File: config.mk
export PLATFORM = sky130hd
export DESIGN_NAME = imp_exec
export DESIGN_NICKNAME = d
export VERILOG_FILES = /design/src/verilog/imp_pkg.sv /design/src/verilog/imp_ptr_bank.sv /design/src/verilog/imp_exec.sv
export SDC_FILE = /design/constraint.sdc
export NUM_CORES = 1
export LEC_CHECK = 0
export ABC_AREA = 1
export ABC_CLOCK_PERIOD_IN_PS = 5800
export BUFFER_PORTS_ARGS = -buffer_cell sky130_fd_sc_hd__buf_4
export CAP_MARGIN = 40
export CORE_ASPECT_RATIO = 2
export CORE_MARGIN = 10
export CORE_UTILIZATION = 50
export DETAILED_ROUTE_END_ITERATION = 6
export PLACE_DENSITY_LB_ADDON = 0.15
export SYNTH_ARGS = -nofsm -noshare
export SYNTH_HDL_FRONTEND = slang
export SYNTH_SLANG_ARGS = --single-unit
File: constraint.sdc
create_clock -name sys_clk -period 5.8 [get_ports sys_clk]
set_input_delay 0.29 -clock sys_clk [delete_from_list [all_inputs] [get_ports sys_clk]]
set_output_delay 0.29 -clock sys_clk [all_outputs]
set_load 0.01 [all_outputs]
File: src/verilog/imp_pkg.sv
// package: opcodes, field layout, widths and states for the indexed move and pointer unit
package imp_pkg;
   localparam int ADDR_W = 12;
   localparam int DATA_W = 8;
   localparam int WORD_W = 16;
   localparam int OFFS_W = 7;
   localparam int SUBK_W = 6;
   // opcode patterns in the upper bits of the instruction word
   localparam logic [7:0] OP_IDX_MOVE = 8'hEB;
   localparam logic [7:0] OP_PUSH_LIT = 8'hFA;
   localparam logic [7:0] OP_PTR_SUB = 8'hE9;
   localparam logic [3:0] OP_SECOND = 4'hF;
   localparam int IDX_KIND_BIT = 7;
   localparam logic [1:0] PTR_SEL_MAX = 2'h2;
   localparam logic [1:0] PTR_SEL_FP2 = 2'h2;
   // indirect-addressing register window (top of data space)
   localparam logic [ADDR_W-1:0] INDIR_BASE = 12'hFDB;
   localparam logic [ADDR_W-1:0] INDIR_LAST = 12'hFEF;
   localparam logic [ADDR_W-1:0] INDIR_STEP = 12'h008;
   localparam logic [2:0] INDIR_MASK_LOW = 3'h7;
   localparam logic [ADDR_W-1:0] PTR_RST = 12'h000;
   localparam logic [DATA_W-1:0] ZERO_BYTE = 8'h00;
   localparam logic [ADDR_W-1:0] ONE_ADDR = 12'h001;
   typedef enum logic [1:0] {IMP_IDLE, IMP_SECOND} imp_state_e;
   typedef struct packed {
      logic valid;
      logic [WORD_W-1:0] word;
   } imp_fetch_s;
   typedef struct packed {
      logic rd_en;
      logic [ADDR_W-1:0] rd_addr;
      logic wr_en;
      logic [ADDR_W-1:0] wr_addr;
      logic [DATA_W-1:0] wr_data;
   } imp_mem_s;
endpackage

File: src/verilog/imp_ptr_bank.sv
// file-select pointer bank with literal subtract and push post-decrement
`timescale 1ns/1ps
module imp_ptr_bank #(
   parameter int NUM_PTR = 3
) (
   input wire logic sys_clk,
   input wire logic sys_rst,
   input wire logic sub_en,
   input wire logic [1:0] sub_sel,
   input wire logic [imp_pkg::SUBK_W-1:0] sub_k,
   input wire logic dec_en,
   output logic [imp_pkg::ADDR_W-1:0] ptr_q [NUM_PTR]
);
   initial begin
      if (NUM_PTR != 3) $error("pointer bank needs exactly three pointers");
   end
   ////////////////////////////////////////////////////////////////////////
   genvar gi;
   generate
      for (gi = 0; gi < NUM_PTR; gi++) begin : g_ptr
         wire logic hit_sub = sub_en && (sub_sel == 2'(gi));
         wire logic hit_dec = dec_en && (2'(gi) == imp_pkg::PTR_SEL_FP2);
         // plain 12-bit wrap; no status flag is touched
         wire logic [imp_pkg::ADDR_W-1:0] sub_d = ptr_q[gi] - {6'h00, sub_k};
         wire logic [imp_pkg::ADDR_W-1:0] dec_d = ptr_q[gi] - imp_pkg::ONE_ADDR;
         always_ff @(posedge sys_clk or posedge sys_rst) begin
            if (sys_rst) begin
               ptr_q[gi] <= imp_pkg::PTR_RST;
            end else if (hit_sub) begin
               ptr_q[gi] <= sub_d;
            end else if (hit_dec) begin
               ptr_q[gi] <= dec_d;
            end
         end
      end
   endgenerate
endmodule

File: src/verilog/imp_exec.sv
// execution unit for indexed moves, literal push and pointer subtract
`timescale 1ns/1ps
module imp_exec (
   input wire logic sys_clk,
   input wire logic sys_rst,
   input wire imp_pkg::imp_fetch_s fetch,
   input wire logic [imp_pkg::DATA_W-1:0] mem_rd_data,
   output imp_pkg::imp_mem_s mem,
   output logic busy,
   output logic [imp_pkg::ADDR_W-1:0] frame_pointer_two,
   output logic [imp_pkg::ADDR_W-1:0] file_select_pointer_zero,
   output logic [imp_pkg::ADDR_W-1:0] file_select_pointer_one
);
   // three groups of five at the top of data space; the low three slots of each group are plain registers
   function automatic logic is_indirect(input logic [imp_pkg::ADDR_W-1:0] a);
      is_indirect = (a >= imp_pkg::INDIR_BASE) && (a <= imp_pkg::INDIR_LAST)
                    && (a[2:0] >= imp_pkg::INDIR_BASE[2:0]);
   endfunction
   ////////////////////////////////////////////////////////////////////////
   logic [imp_pkg::ADDR_W-1:0] ptr_q [3];
   imp_pkg::imp_state_e state_q, state_d;
   logic kind_idx_q;
   logic [imp_pkg::ADDR_W-1:0] src_addr_q;
   logic [imp_pkg::DATA_W-1:0] src_data_q;
   logic rd_pend_q;
   imp_pkg::imp_mem_s mem_d;
   wire logic [15:0] w = fetch.word;
   wire logic first_move = fetch.valid && state_q == imp_pkg::IMP_IDLE && w[15:8] == imp_pkg::OP_IDX_MOVE;
   wire logic second_ok = fetch.valid && state_q == imp_pkg::IMP_SECOND && w[15:12] == imp_pkg::OP_SECOND;
   wire logic is_push = fetch.valid && state_q == imp_pkg::IMP_IDLE && w[15:8] == imp_pkg::OP_PUSH_LIT;
   wire logic is_sub = fetch.valid && state_q == imp_pkg::IMP_IDLE && w[15:8] == imp_pkg::OP_PTR_SUB
                       && w[7:6] <= imp_pkg::PTR_SEL_MAX;
   wire logic [imp_pkg::ADDR_W-1:0] fp2 = ptr_q[imp_pkg::PTR_SEL_FP2];
   wire logic [imp_pkg::ADDR_W-1:0] src_d = fp2 + {5'h00, w[imp_pkg::OFFS_W-1:0]};
   wire logic [imp_pkg::ADDR_W-1:0] dst_idx = fp2 + {5'h00, w[imp_pkg::OFFS_W-1:0]};
   wire logic [imp_pkg::ADDR_W-1:0] dst_abs = w[imp_pkg::ADDR_W-1:0];
   wire logic [imp_pkg::ADDR_W-1:0] dst = kind_idx_q ? dst_idx : dst_abs;
   wire logic src_ind = is_indirect(src_d);
   wire logic write_ok = second_ok && !(kind_idx_q && is_indirect(dst_idx));
   // destination of program counter or return bytes is not guarded here
   always_comb begin
      state_d = state_q;
      case (state_q)
         imp_pkg::IMP_IDLE: if (first_move) state_d = imp_pkg::IMP_SECOND;
         imp_pkg::IMP_SECOND: if (fetch.valid) state_d = imp_pkg::IMP_IDLE;
         default: state_d = imp_pkg::IMP_IDLE;
      endcase
   end
   always_comb begin
      mem_d = '0;
      mem_d.rd_en = first_move && !src_ind;
      mem_d.rd_addr = src_d;
      if (is_push) begin
         mem_d.wr_en = 1'b1;
         mem_d.wr_addr = fp2;
         mem_d.wr_data = w[7:0];
      end else if (write_ok) begin
         mem_d.wr_en = 1'b1;
         mem_d.wr_addr = dst;
         mem_d.wr_data = src_data_q;
      end
   end
   ////////////////////////////////////////////////////////////////////////
   always_ff @(posedge sys_clk or posedge sys_rst) begin
      if (sys_rst) begin
         state_q <= imp_pkg::IMP_IDLE;
         kind_idx_q <= 1'b0;
         src_addr_q <= imp_pkg::PTR_RST;
         src_data_q <= imp_pkg::ZERO_BYTE;
         rd_pend_q <= 1'b0;
         mem <= '0;
      end else begin
         state_q <= state_d;
         mem <= mem_d;
         if (first_move) begin
            kind_idx_q <= w[imp_pkg::IDX_KIND_BIT];
            src_addr_q <= src_d;
         end
         // read data stands one cycle after the registered request, so track the request one more edge
         rd_pend_q <= mem.rd_en;
         // an indirect source never issues a read and keeps the zero loaded here
         if (first_move) src_data_q <= imp_pkg::ZERO_BYTE;
         else if (rd_pend_q) src_data_q <= mem_rd_data;
      end
   end
   assign busy = state_q == imp_pkg::IMP_SECOND;
   imp_ptr_bank #(.NUM_PTR(3)) u_ptr (
      .sys_clk(sys_clk),
      .sys_rst(sys_rst),
      .sub_en(is_sub),
      .sub_sel(w[7:6]),
      .sub_k(w[imp_pkg::SUBK_W-1:0]),
      .dec_en(is_push),
      .ptr_q(ptr_q)
   );
   assign file_select_pointer_zero = ptr_q[0];
   assign file_select_pointer_one = ptr_q[1];
   assign frame_pointer_two = ptr_q[2];
endmodule

==> flow_metrics.py, run 1 <==
metrics = {
    "outcome": {
        "status": "complete, no violations",
    },
    "final_layout": {
        "syn_to_final_growth_pct": 24.0,
        "n_antenna_cell": 0,
        "stdcell_count": 890,
        "drive_above_1_share": 0.175,
        "fin_nets": 809,
    },
    "yosys": {
        "yosysSeqAreaShare": 0.410,
        "synth_cells": 650,
        "synth_top_area_share": 0.410,
        "synth_seq_cells": 81,
        "synthTopCellsByArea": "dfrtp_1, nand2_1, inv_1",
        "synth-warning-count": 0,
        "synthFlopType": "dfrtp_1",
        "synth_top_area_cell": "dfrtp_1",
        "syn_area_per_cell_um2": 7.61,
        "synth_common_cells": "nand2_1, inv_1, dfrtp_1",
        "synth_cell_types": 38,
        "yosysMostFrequentCell": "nand2_1",
        "synth-edff-count": 0,
        "syn_area_um2": 4950,
        "synth_nets": 706,
        "async_reset_ff_frac": 1.00,
    },
    "die": {
        "fp.dieH_um": 161,
        "start_util": 0.510,
        "num_rows": 51,
        "dieArea_um2": 14500,
        "core-area_um2": 9700,
        "io_pins": 98,
        "die_w_um": 90.4,
    },
    "global_route": {
        "antenna_found_initial": 0,
        "grt_pass1_wl_mm": 26.2,
        "grt_usage": 0.226,
        "overflow": 0,
        "grt_max_degree": 67,
        "grt_pass1_vias": 5164,
    },
    "setup_path": {
        "max_stage_delay_ns": 0.43,
        "crit_family": "simple AND/OR/NAND/NOR gates",
        "rr_worst_depth": 15,
        "cp_cell_sequence": "inv_1 > nand2_1 > nor4_1 > nand3_1 > or2_2 > ha_1 > fa_1 > inv_1 > a31oi_1 > nor2_1 > o21ai_0 > nand4_1 > inv_1 > nand2_1 > nand3_1",
        "cp-end-kind": "register",
        "crit_buf_inv": 3,
        "cpMostUsedCell": "inv_1",
        "reg2reg_slack_ns": 2.88,
        "start_kind": "register",
        "crit_arrival_ns": 3.14,
        "criticalPathCategory": "register to register",
        "rr_endpoint": "u_ptr.ptr_q[8]",
        "timing.rr.start": "state_q[0]",
        "crit_slowest_cell": "fa_1",
        "path_max_fanout": 4,
        "cp.required_ns": 6.02,
    },
    "clock_network": {
        "clock-sinks": 81,
        "cts_tree": "built",
        "cts_htree_levels": 3,
        "clk_path_buf_depth": 2,
        "cts_resized": 0,
        "insertion_delay_ns": 0.35,
        "numCtsBuffers": 9,
        "ctsRootBufferMaster": "clkbuf_16",
        "clkTransAtPathRegs_ns": 0.06,
    },
    "placement": {
        "hpwlAfterDp_mm": 13.1,
        "post-place-ws_ns": 2.81,
        "dp.cells": 873,
        "io_buffers": 97,
        "globalplace.congestion": 0.967,
    },
    "worst_hold_path": {
        "min_path_cells": 2,
        "holdPathEnd": "state_q[0]",
        "hp-class": "input pin to register",
        "hp-start": "fetch[16]",
    },
    "route": {
        "ant_nets": 0,
        "wl_mm": 16.0,
        "wire_per_inst_um": 17.9,
        "vias": 4773,
        "route.detailed.drc": 0,
        "drtPass1Iterations": 4,
        "drt_iter0_drc": 225,
        "vias_per_cell": 5.36,
    },
    "timing": {
        "maxSlewViolCount": 0,
        "setup_ws_ns": 2.88,
        "max_freq_mhz": 342,
        "max_slew_margin": 0.624,
        "final-hold-violation-count": 0,
        "finalClockSkew_ns": 0.0103,
        "rsz0062_at_grt": "no",
        "min_period_ns": 2.92,
        "worst_pin_slew_ns": 0.562,
        "post-route-period-util": 0.504,
        "setup_violations": 0,
        "whs_ns": 0.167,
        "finalSetupTns_ns": 0,
    },
    "flow_run": {
        "cap_violations": 0,
    },
    "power": {
        "vdd_drop_max_mv": 0.182,
        "p_leak_uw": 0.00326,
        "p_per_area_nw_per_um2": 238,
    },
}
==> state kept, by name (all words and copies together), names as in the netlist <==
register and flops:
src_data_q 8, rd_pend_q 1, u_ptr.ptr_q 36, kind_idx_q 1, state_q 1, mem 34
==> how the worst max path moves through the flow <==
stage	start	to	cells after the start	slack (ns)
after floorplan	state_q[0]	u_ptr.ptr_q[8]	15	3.24
after global placement	fetch[10]	u_ptr.ptr_q[8]	16	2.86
after detailed placement	fetch[10]	u_ptr.ptr_q[8]	16	2.81
after CTS	state_q[0]	u_ptr.ptr_q[11]	14	2.90
after global routing	state_q[0]	u_ptr.ptr_q[8]	15	2.55
final	state_q[0]	u_ptr.ptr_q[8]	15	2.88
==> cells in the final DEF (no fill, tap or decap), types with 9 or more instances in the layout <==
cell type / netlist / routed
nand2_1: 167 / 167
o21ai_0: 60 / 60
nor2_1: 38 / 38
o21ai_1: 9 / 9
dfrtp_1: 81 / 81
inv_1: 98 / 97
nor3_1: 10 / 10
nand3_1: 48 / 48
xor2_1: 21 / 21
ha_1: 25 / 25
a21oi_1: 27 / 27
clkbuf_16: 0 / 9
buf_4: 0 / 101
==> kinds of logic after synthesis <==
family	synth area share
AOI/OAI and AO/OA	0.127
xor gates and xnor gates	0.0407
adders and majority gates	0.0794
buffers and inverters	0.0870
DFF	0.410
and+or+nand+nor	0.256
==> routing by layer <==
layer,share of wire,vias up,global-route usage,wire length [um]
met4,0.075,0,0.164,1200
met1,0.34,2248,0.212,5470
met5,0,-,0,0
met2,0.54,147,0.421,8680
met3,0.039,65,0.0462,620
li1,-,2313,-,-
==> metrics by stage <==
step	area [um^2]	total power, uW	util
2_1_floorplan	4950	805	-
3_3_place_gp	5810	923	0.599
3_5_place_dp	5850	929	0.603
4_1_cts	6140	1470	0.633
5_1_grt	6140	1530	0.633
6_report	6140	1460	0.633
==> where the power goes <==
group          total, uW  switching, uW  internal, uW
Sequential           627           29.5           597
Clock                539            245           294
Combinational        294            183           112
Total               1460            457          1000
==> timing repair <==
action / in CTS / in global routing
hold endpoints to repair: 15 / 0
buffers inserted: 0 / 0
hold buffers: 1 / 0
==> layout make-up <==
type | instances | area (um^2)
repair buffers | 103 | 796
flip-flops and latches | 81 | 2030
inverters | 100 | 377
fillers | 921 | 3560
well taps | 132 | 165
clock inverters | 7 | 55.1
multi-input cells | 458 | 2490
clock buffers | 9 | 225
Note: power is estimated with default switching activity, not from simulation.
==> run 2, diff against run 1 <==
--- a/config.mk
+++ b/config.mk
@@ -5,8 +5,8 @@
 export SDC_FILE = /design/constraint.sdc
 export NUM_CORES = 1
 export LEC_CHECK = 0
-export ABC_AREA = 1
-export ABC_CLOCK_PERIOD_IN_PS = 5800
+export ABC_AREA = 0
+export ABC_CLOCK_PERIOD_IN_PS = 2900
 export BUFFER_PORTS_ARGS = -buffer_cell sky130_fd_sc_hd__buf_4
 export CAP_MARGIN = 40
 export CORE_ASPECT_RATIO = 2
==> constraint.sdc (replaced) <==
create_clock -name sys_clk -period 2.9 [get_ports sys_clk]
set_input_delay 0.145 -clock sys_clk [delete_from_list [all_inputs] [get_ports sys_clk]]
set_output_delay 0.145 -clock sys_clk [all_outputs]
set_load 0.01 [all_outputs]
==> flow_metrics.py, run 2 <==
metrics = {
    "global_route": {
        "antenna_found_initial": 0,
        "grt_pass1_vias": 4494,
        "grt_max_degree": 32,
        "grt_pass1_wl_mm": 22.4,
        "busiest_layer": "met2",
        "grtUsageMet1": 0.206,
        "met3_usage": 0.0520,
        "use_met2": 0.375,
        "overflow": 0,
        "grt_usage": 0.208,
    },
    "power": {
        "swShare": 0.284,
        "pwr-share-comb": 0.204,
        "intPower_uw": 2220,
        "p_per_area_nw_per_um2": 522,
        "p_seq_frac": 0.404,
        "p_leak_uw": 0.00294,
        "netSwitchingPower_uw": 879,
        "vdd_drop_max_mv": 0.303,
        "p_clk_frac": 0.392,
    },
    "final_layout": {
        "layout_commonest_cell": "buf_4",
        "layout_common_cells": "buf_4, dfrtp_1, nand2_1, nor2_1",
        "max_flop_register": "u_ptr.ptr_q",
        "stdcell_count": 693,
        "syn_to_final_growth_pct": 27.0,
        "postLayoutCellArea_um2": 5930,
        "drive_above_1_share": 0.279,
        "n_antenna_cell": 0,
        "fin_nets": 642,
        "largest_reg_flops": 36,
        "reg_top3": "u_ptr.ptr_q: 36 flops, mem: 34 flops, src_data_q: 8 flops",
        "nFillCells": 757,
    },
    "clock_network": {
        "cts_htree_levels": 3,
        "clock-sinks": 81,
        "post_cts_buffers": 0,
        "clk_path_buf_depth": 2,
        "ctsRootBufferMaster": "clkbuf_16",
        "cts_tree": "built",
        "clkTransAtPathRegs_ns": 0.06,
        "numCtsBuffers": 9,
        "insertion_delay_ns": 0.34,
    },
    "setup_path": {
        "start_kind": "register",
        "rr_endpoint": "mem[18]",
        "cp-end-kind": "register",
        "cpMostUsedCell": "buf_4",
        "cp.required_ns": 3.09,
        "path_max_fanout": 5,
        "reg2reg_slack_ns": 0.05,
        "criticalPathCategory": "register to register",
        "timing.rr.start": "u_ptr.ptr_q[0]",
        "max_stage_delay_ns": 0.42,
        "crit_arrival_ns": 3.04,
        "cp_cell_sequence": "ha_1 > fa_2 > a211oi_4 > buf_4 > o21a_1 > o22ai_1 > a31oi_1 > nand4_1 > nor3_4 > buf_4 > o31ai_2",
        "rr_worst_depth": 11,
        "crit_slowest_cell": "fa_2",
    },
    "yosys": {
        "syn_area_per_cell_um2": 9.72,
        "synth_cells": 480,
        "synth_common_cells": "dfrtp_1, nand2_1, nor2_1",
        "synth_seq_cells": 81,
        "synth_top_area_cell": "dfrtp_1",
        "synth-edff-count": 0,
        "synth-warning-count": 0,
        "synth_top_area_share": 0.434,
        "synth_nets": 536,
        "async_reset_ff_frac": 1.00,
        "syn_area_um2": 4670,
        "yosysMostFrequentCell": "dfrtp_1",
        "synthTopCellsByArea": "dfrtp_1, ha_1, nand2_1",
        "synth_cell_types": 62,
        "yosysSeqAreaShare": 0.434,
        "synthFlopType": "dfrtp_1",
    },
    "timing": {
        "finalClockSkew_ns": 0.00813,
        "max_freq_mhz": 351,
        "post-route-period-util": 0.983,
        "worst_pin_slew_ns": 0.809,
        "setup_violations": 0,
        "min_period_ns": 2.85,
        "rsz0062_at_grt": "yes",
        "finalSetupTns_ns": 0,
        "maxSlewViolCount": 0,
        "final-hold-violation-count": 0,
        "max_slew_margin": 0.459,
    },
    "route": {
        "drt_iter0_drc": 183,
        "drtPass1Iterations": 5,
        "ant_nets": 0,
        "vias_per_cell": 5.93,
        "wl_mm": 13.9,
        "route.detailed.drc": 0,
        "vias": 4111,
        "wire_per_inst_um": 20.0,
    },
    "placement": {
        "hpwlAfterDp_mm": 10.8,
        "post_dp_cell_area_um2": 5540,
        "io_buffers": 97,
        "dp.cells": 675,
        "globalplace.congestion": 0.945,
    },
    "die": {
        "dieArea_um2": 13800,
        "die_w_um": 88.3,
        "fp.dieH_um": 157,
        "num_rows": 49,
        "start_util": 0.514,
        "io_pins": 98,
        "core-area_um2": 9070,
    },
    "worst_hold_path": {
        "hp-class": "input pin to register",
        "holdPathEnd": "src_data_q[3]",
        "min_path_cells": 3,
        "hp-start": "mem_rd_data[3]",
    },
    "flow_run": {
        "cap_violations": 0,
    },
    "outcome": {
        "status": "complete, no violations",
    },
}
run 2: cell families after synthesis:
logic type,count (synthesis),share of synthesized area
xor gates and xnor gates,27,0.0507
muxes,19,0.0416
buffers and inverters,50,0.0496
DFF,81,0.434
and+or+nand+nor,175,0.180
AOI/OAI and AO/OA,99,0.160
adders and majority gates,29,0.0842
run 2: how the worst max path moves through the flow:
stage                    from       to  slack [ns]
2_1_floorplan  u_ptr.ptr_q[0]  mem[11]        0.13
3_3_place_gp   u_ptr.ptr_q[0]  mem[18]        0.07
3_5_place_dp   u_ptr.ptr_q[0]   mem[9]       -0.04
4_1_cts        u_ptr.ptr_q[0]  mem[20]        0.02
5_1_grt        u_ptr.ptr_q[0]  mem[19]       -0.05
6_report       u_ptr.ptr_q[0]  mem[18]        0.05
run 2: what timing repair did:
item                                   CTS  global route
resized for setup                        1            11
setup endpoints to repair               20            22
endpoints found under the hold margin   28             0
hold buffers                             2             0
cloned                                   0             0
pin swaps                                0             5
run 2: worst max-delay path: cells and delay by family, from the launching register on:
kind / cells / cell delay [ns]
and+or+nand+nor: 2 / 0.43
DFF: 1 / 0.38
adders and majority gates: 2 / 0.63
buffers and inverters: 2 / 0.38
AOI/OAI and AO/OA: 5 / 0.88
run 2: layout make-up:
| cell class | count | area [um^2] | share of cell area |
|---|---|---|---|
| clock inverters | 5 | 80.1 | 0.0135 |
| well taps | 102 | 128 | 0.0215 |
| inverters | 28 | 109 | 0.0184 |
| clock buffers | 11 | 233 | 0.0393 |
| flip-flops and latches | 81 | 2030 | 0.342 |
| repair buffers | 117 | 891 | 0.150 |
| multi-input cells | 349 | 2460 | 0.415 |
run 2: metrics by stage:
step | hold WS, ns | power, uW | util | setup WS [ns]
after floorplan | 0.252 | 1620 | - | 0.125
after global routing | 0.0755 | 3230 | 0.653 | -0.0518
final | 0.0680 | 3100 | 0.653 | 0.0504
after global placement | 0.197 | 1860 | 0.611 | 0.0705
after detailed placement | 0.207 | 1870 | 0.611 | -0.0421
after CTS | 0.0689 | 3090 | 0.648 | 0.0201
run 2: layer usage:
metal | vias up | wire (um)
li1 | 1897 | -
met1 | 1987 | 4610
met2 | 170 | 7660
met3 | 57 | 957
met4 | 0 | 629
met5 | - | 0
run 2: power groups by stage:
stage	combinational [uW]	clock (uW)	sequential, uW
6_report	631	1210	1250
2_1_floorplan	343	0	1270
3_3_place_gp	593	0	1270
4_1_cts	613	1220	1250
3_5_place_dp	606	0	1270
5_1_grt	689	1290	1260
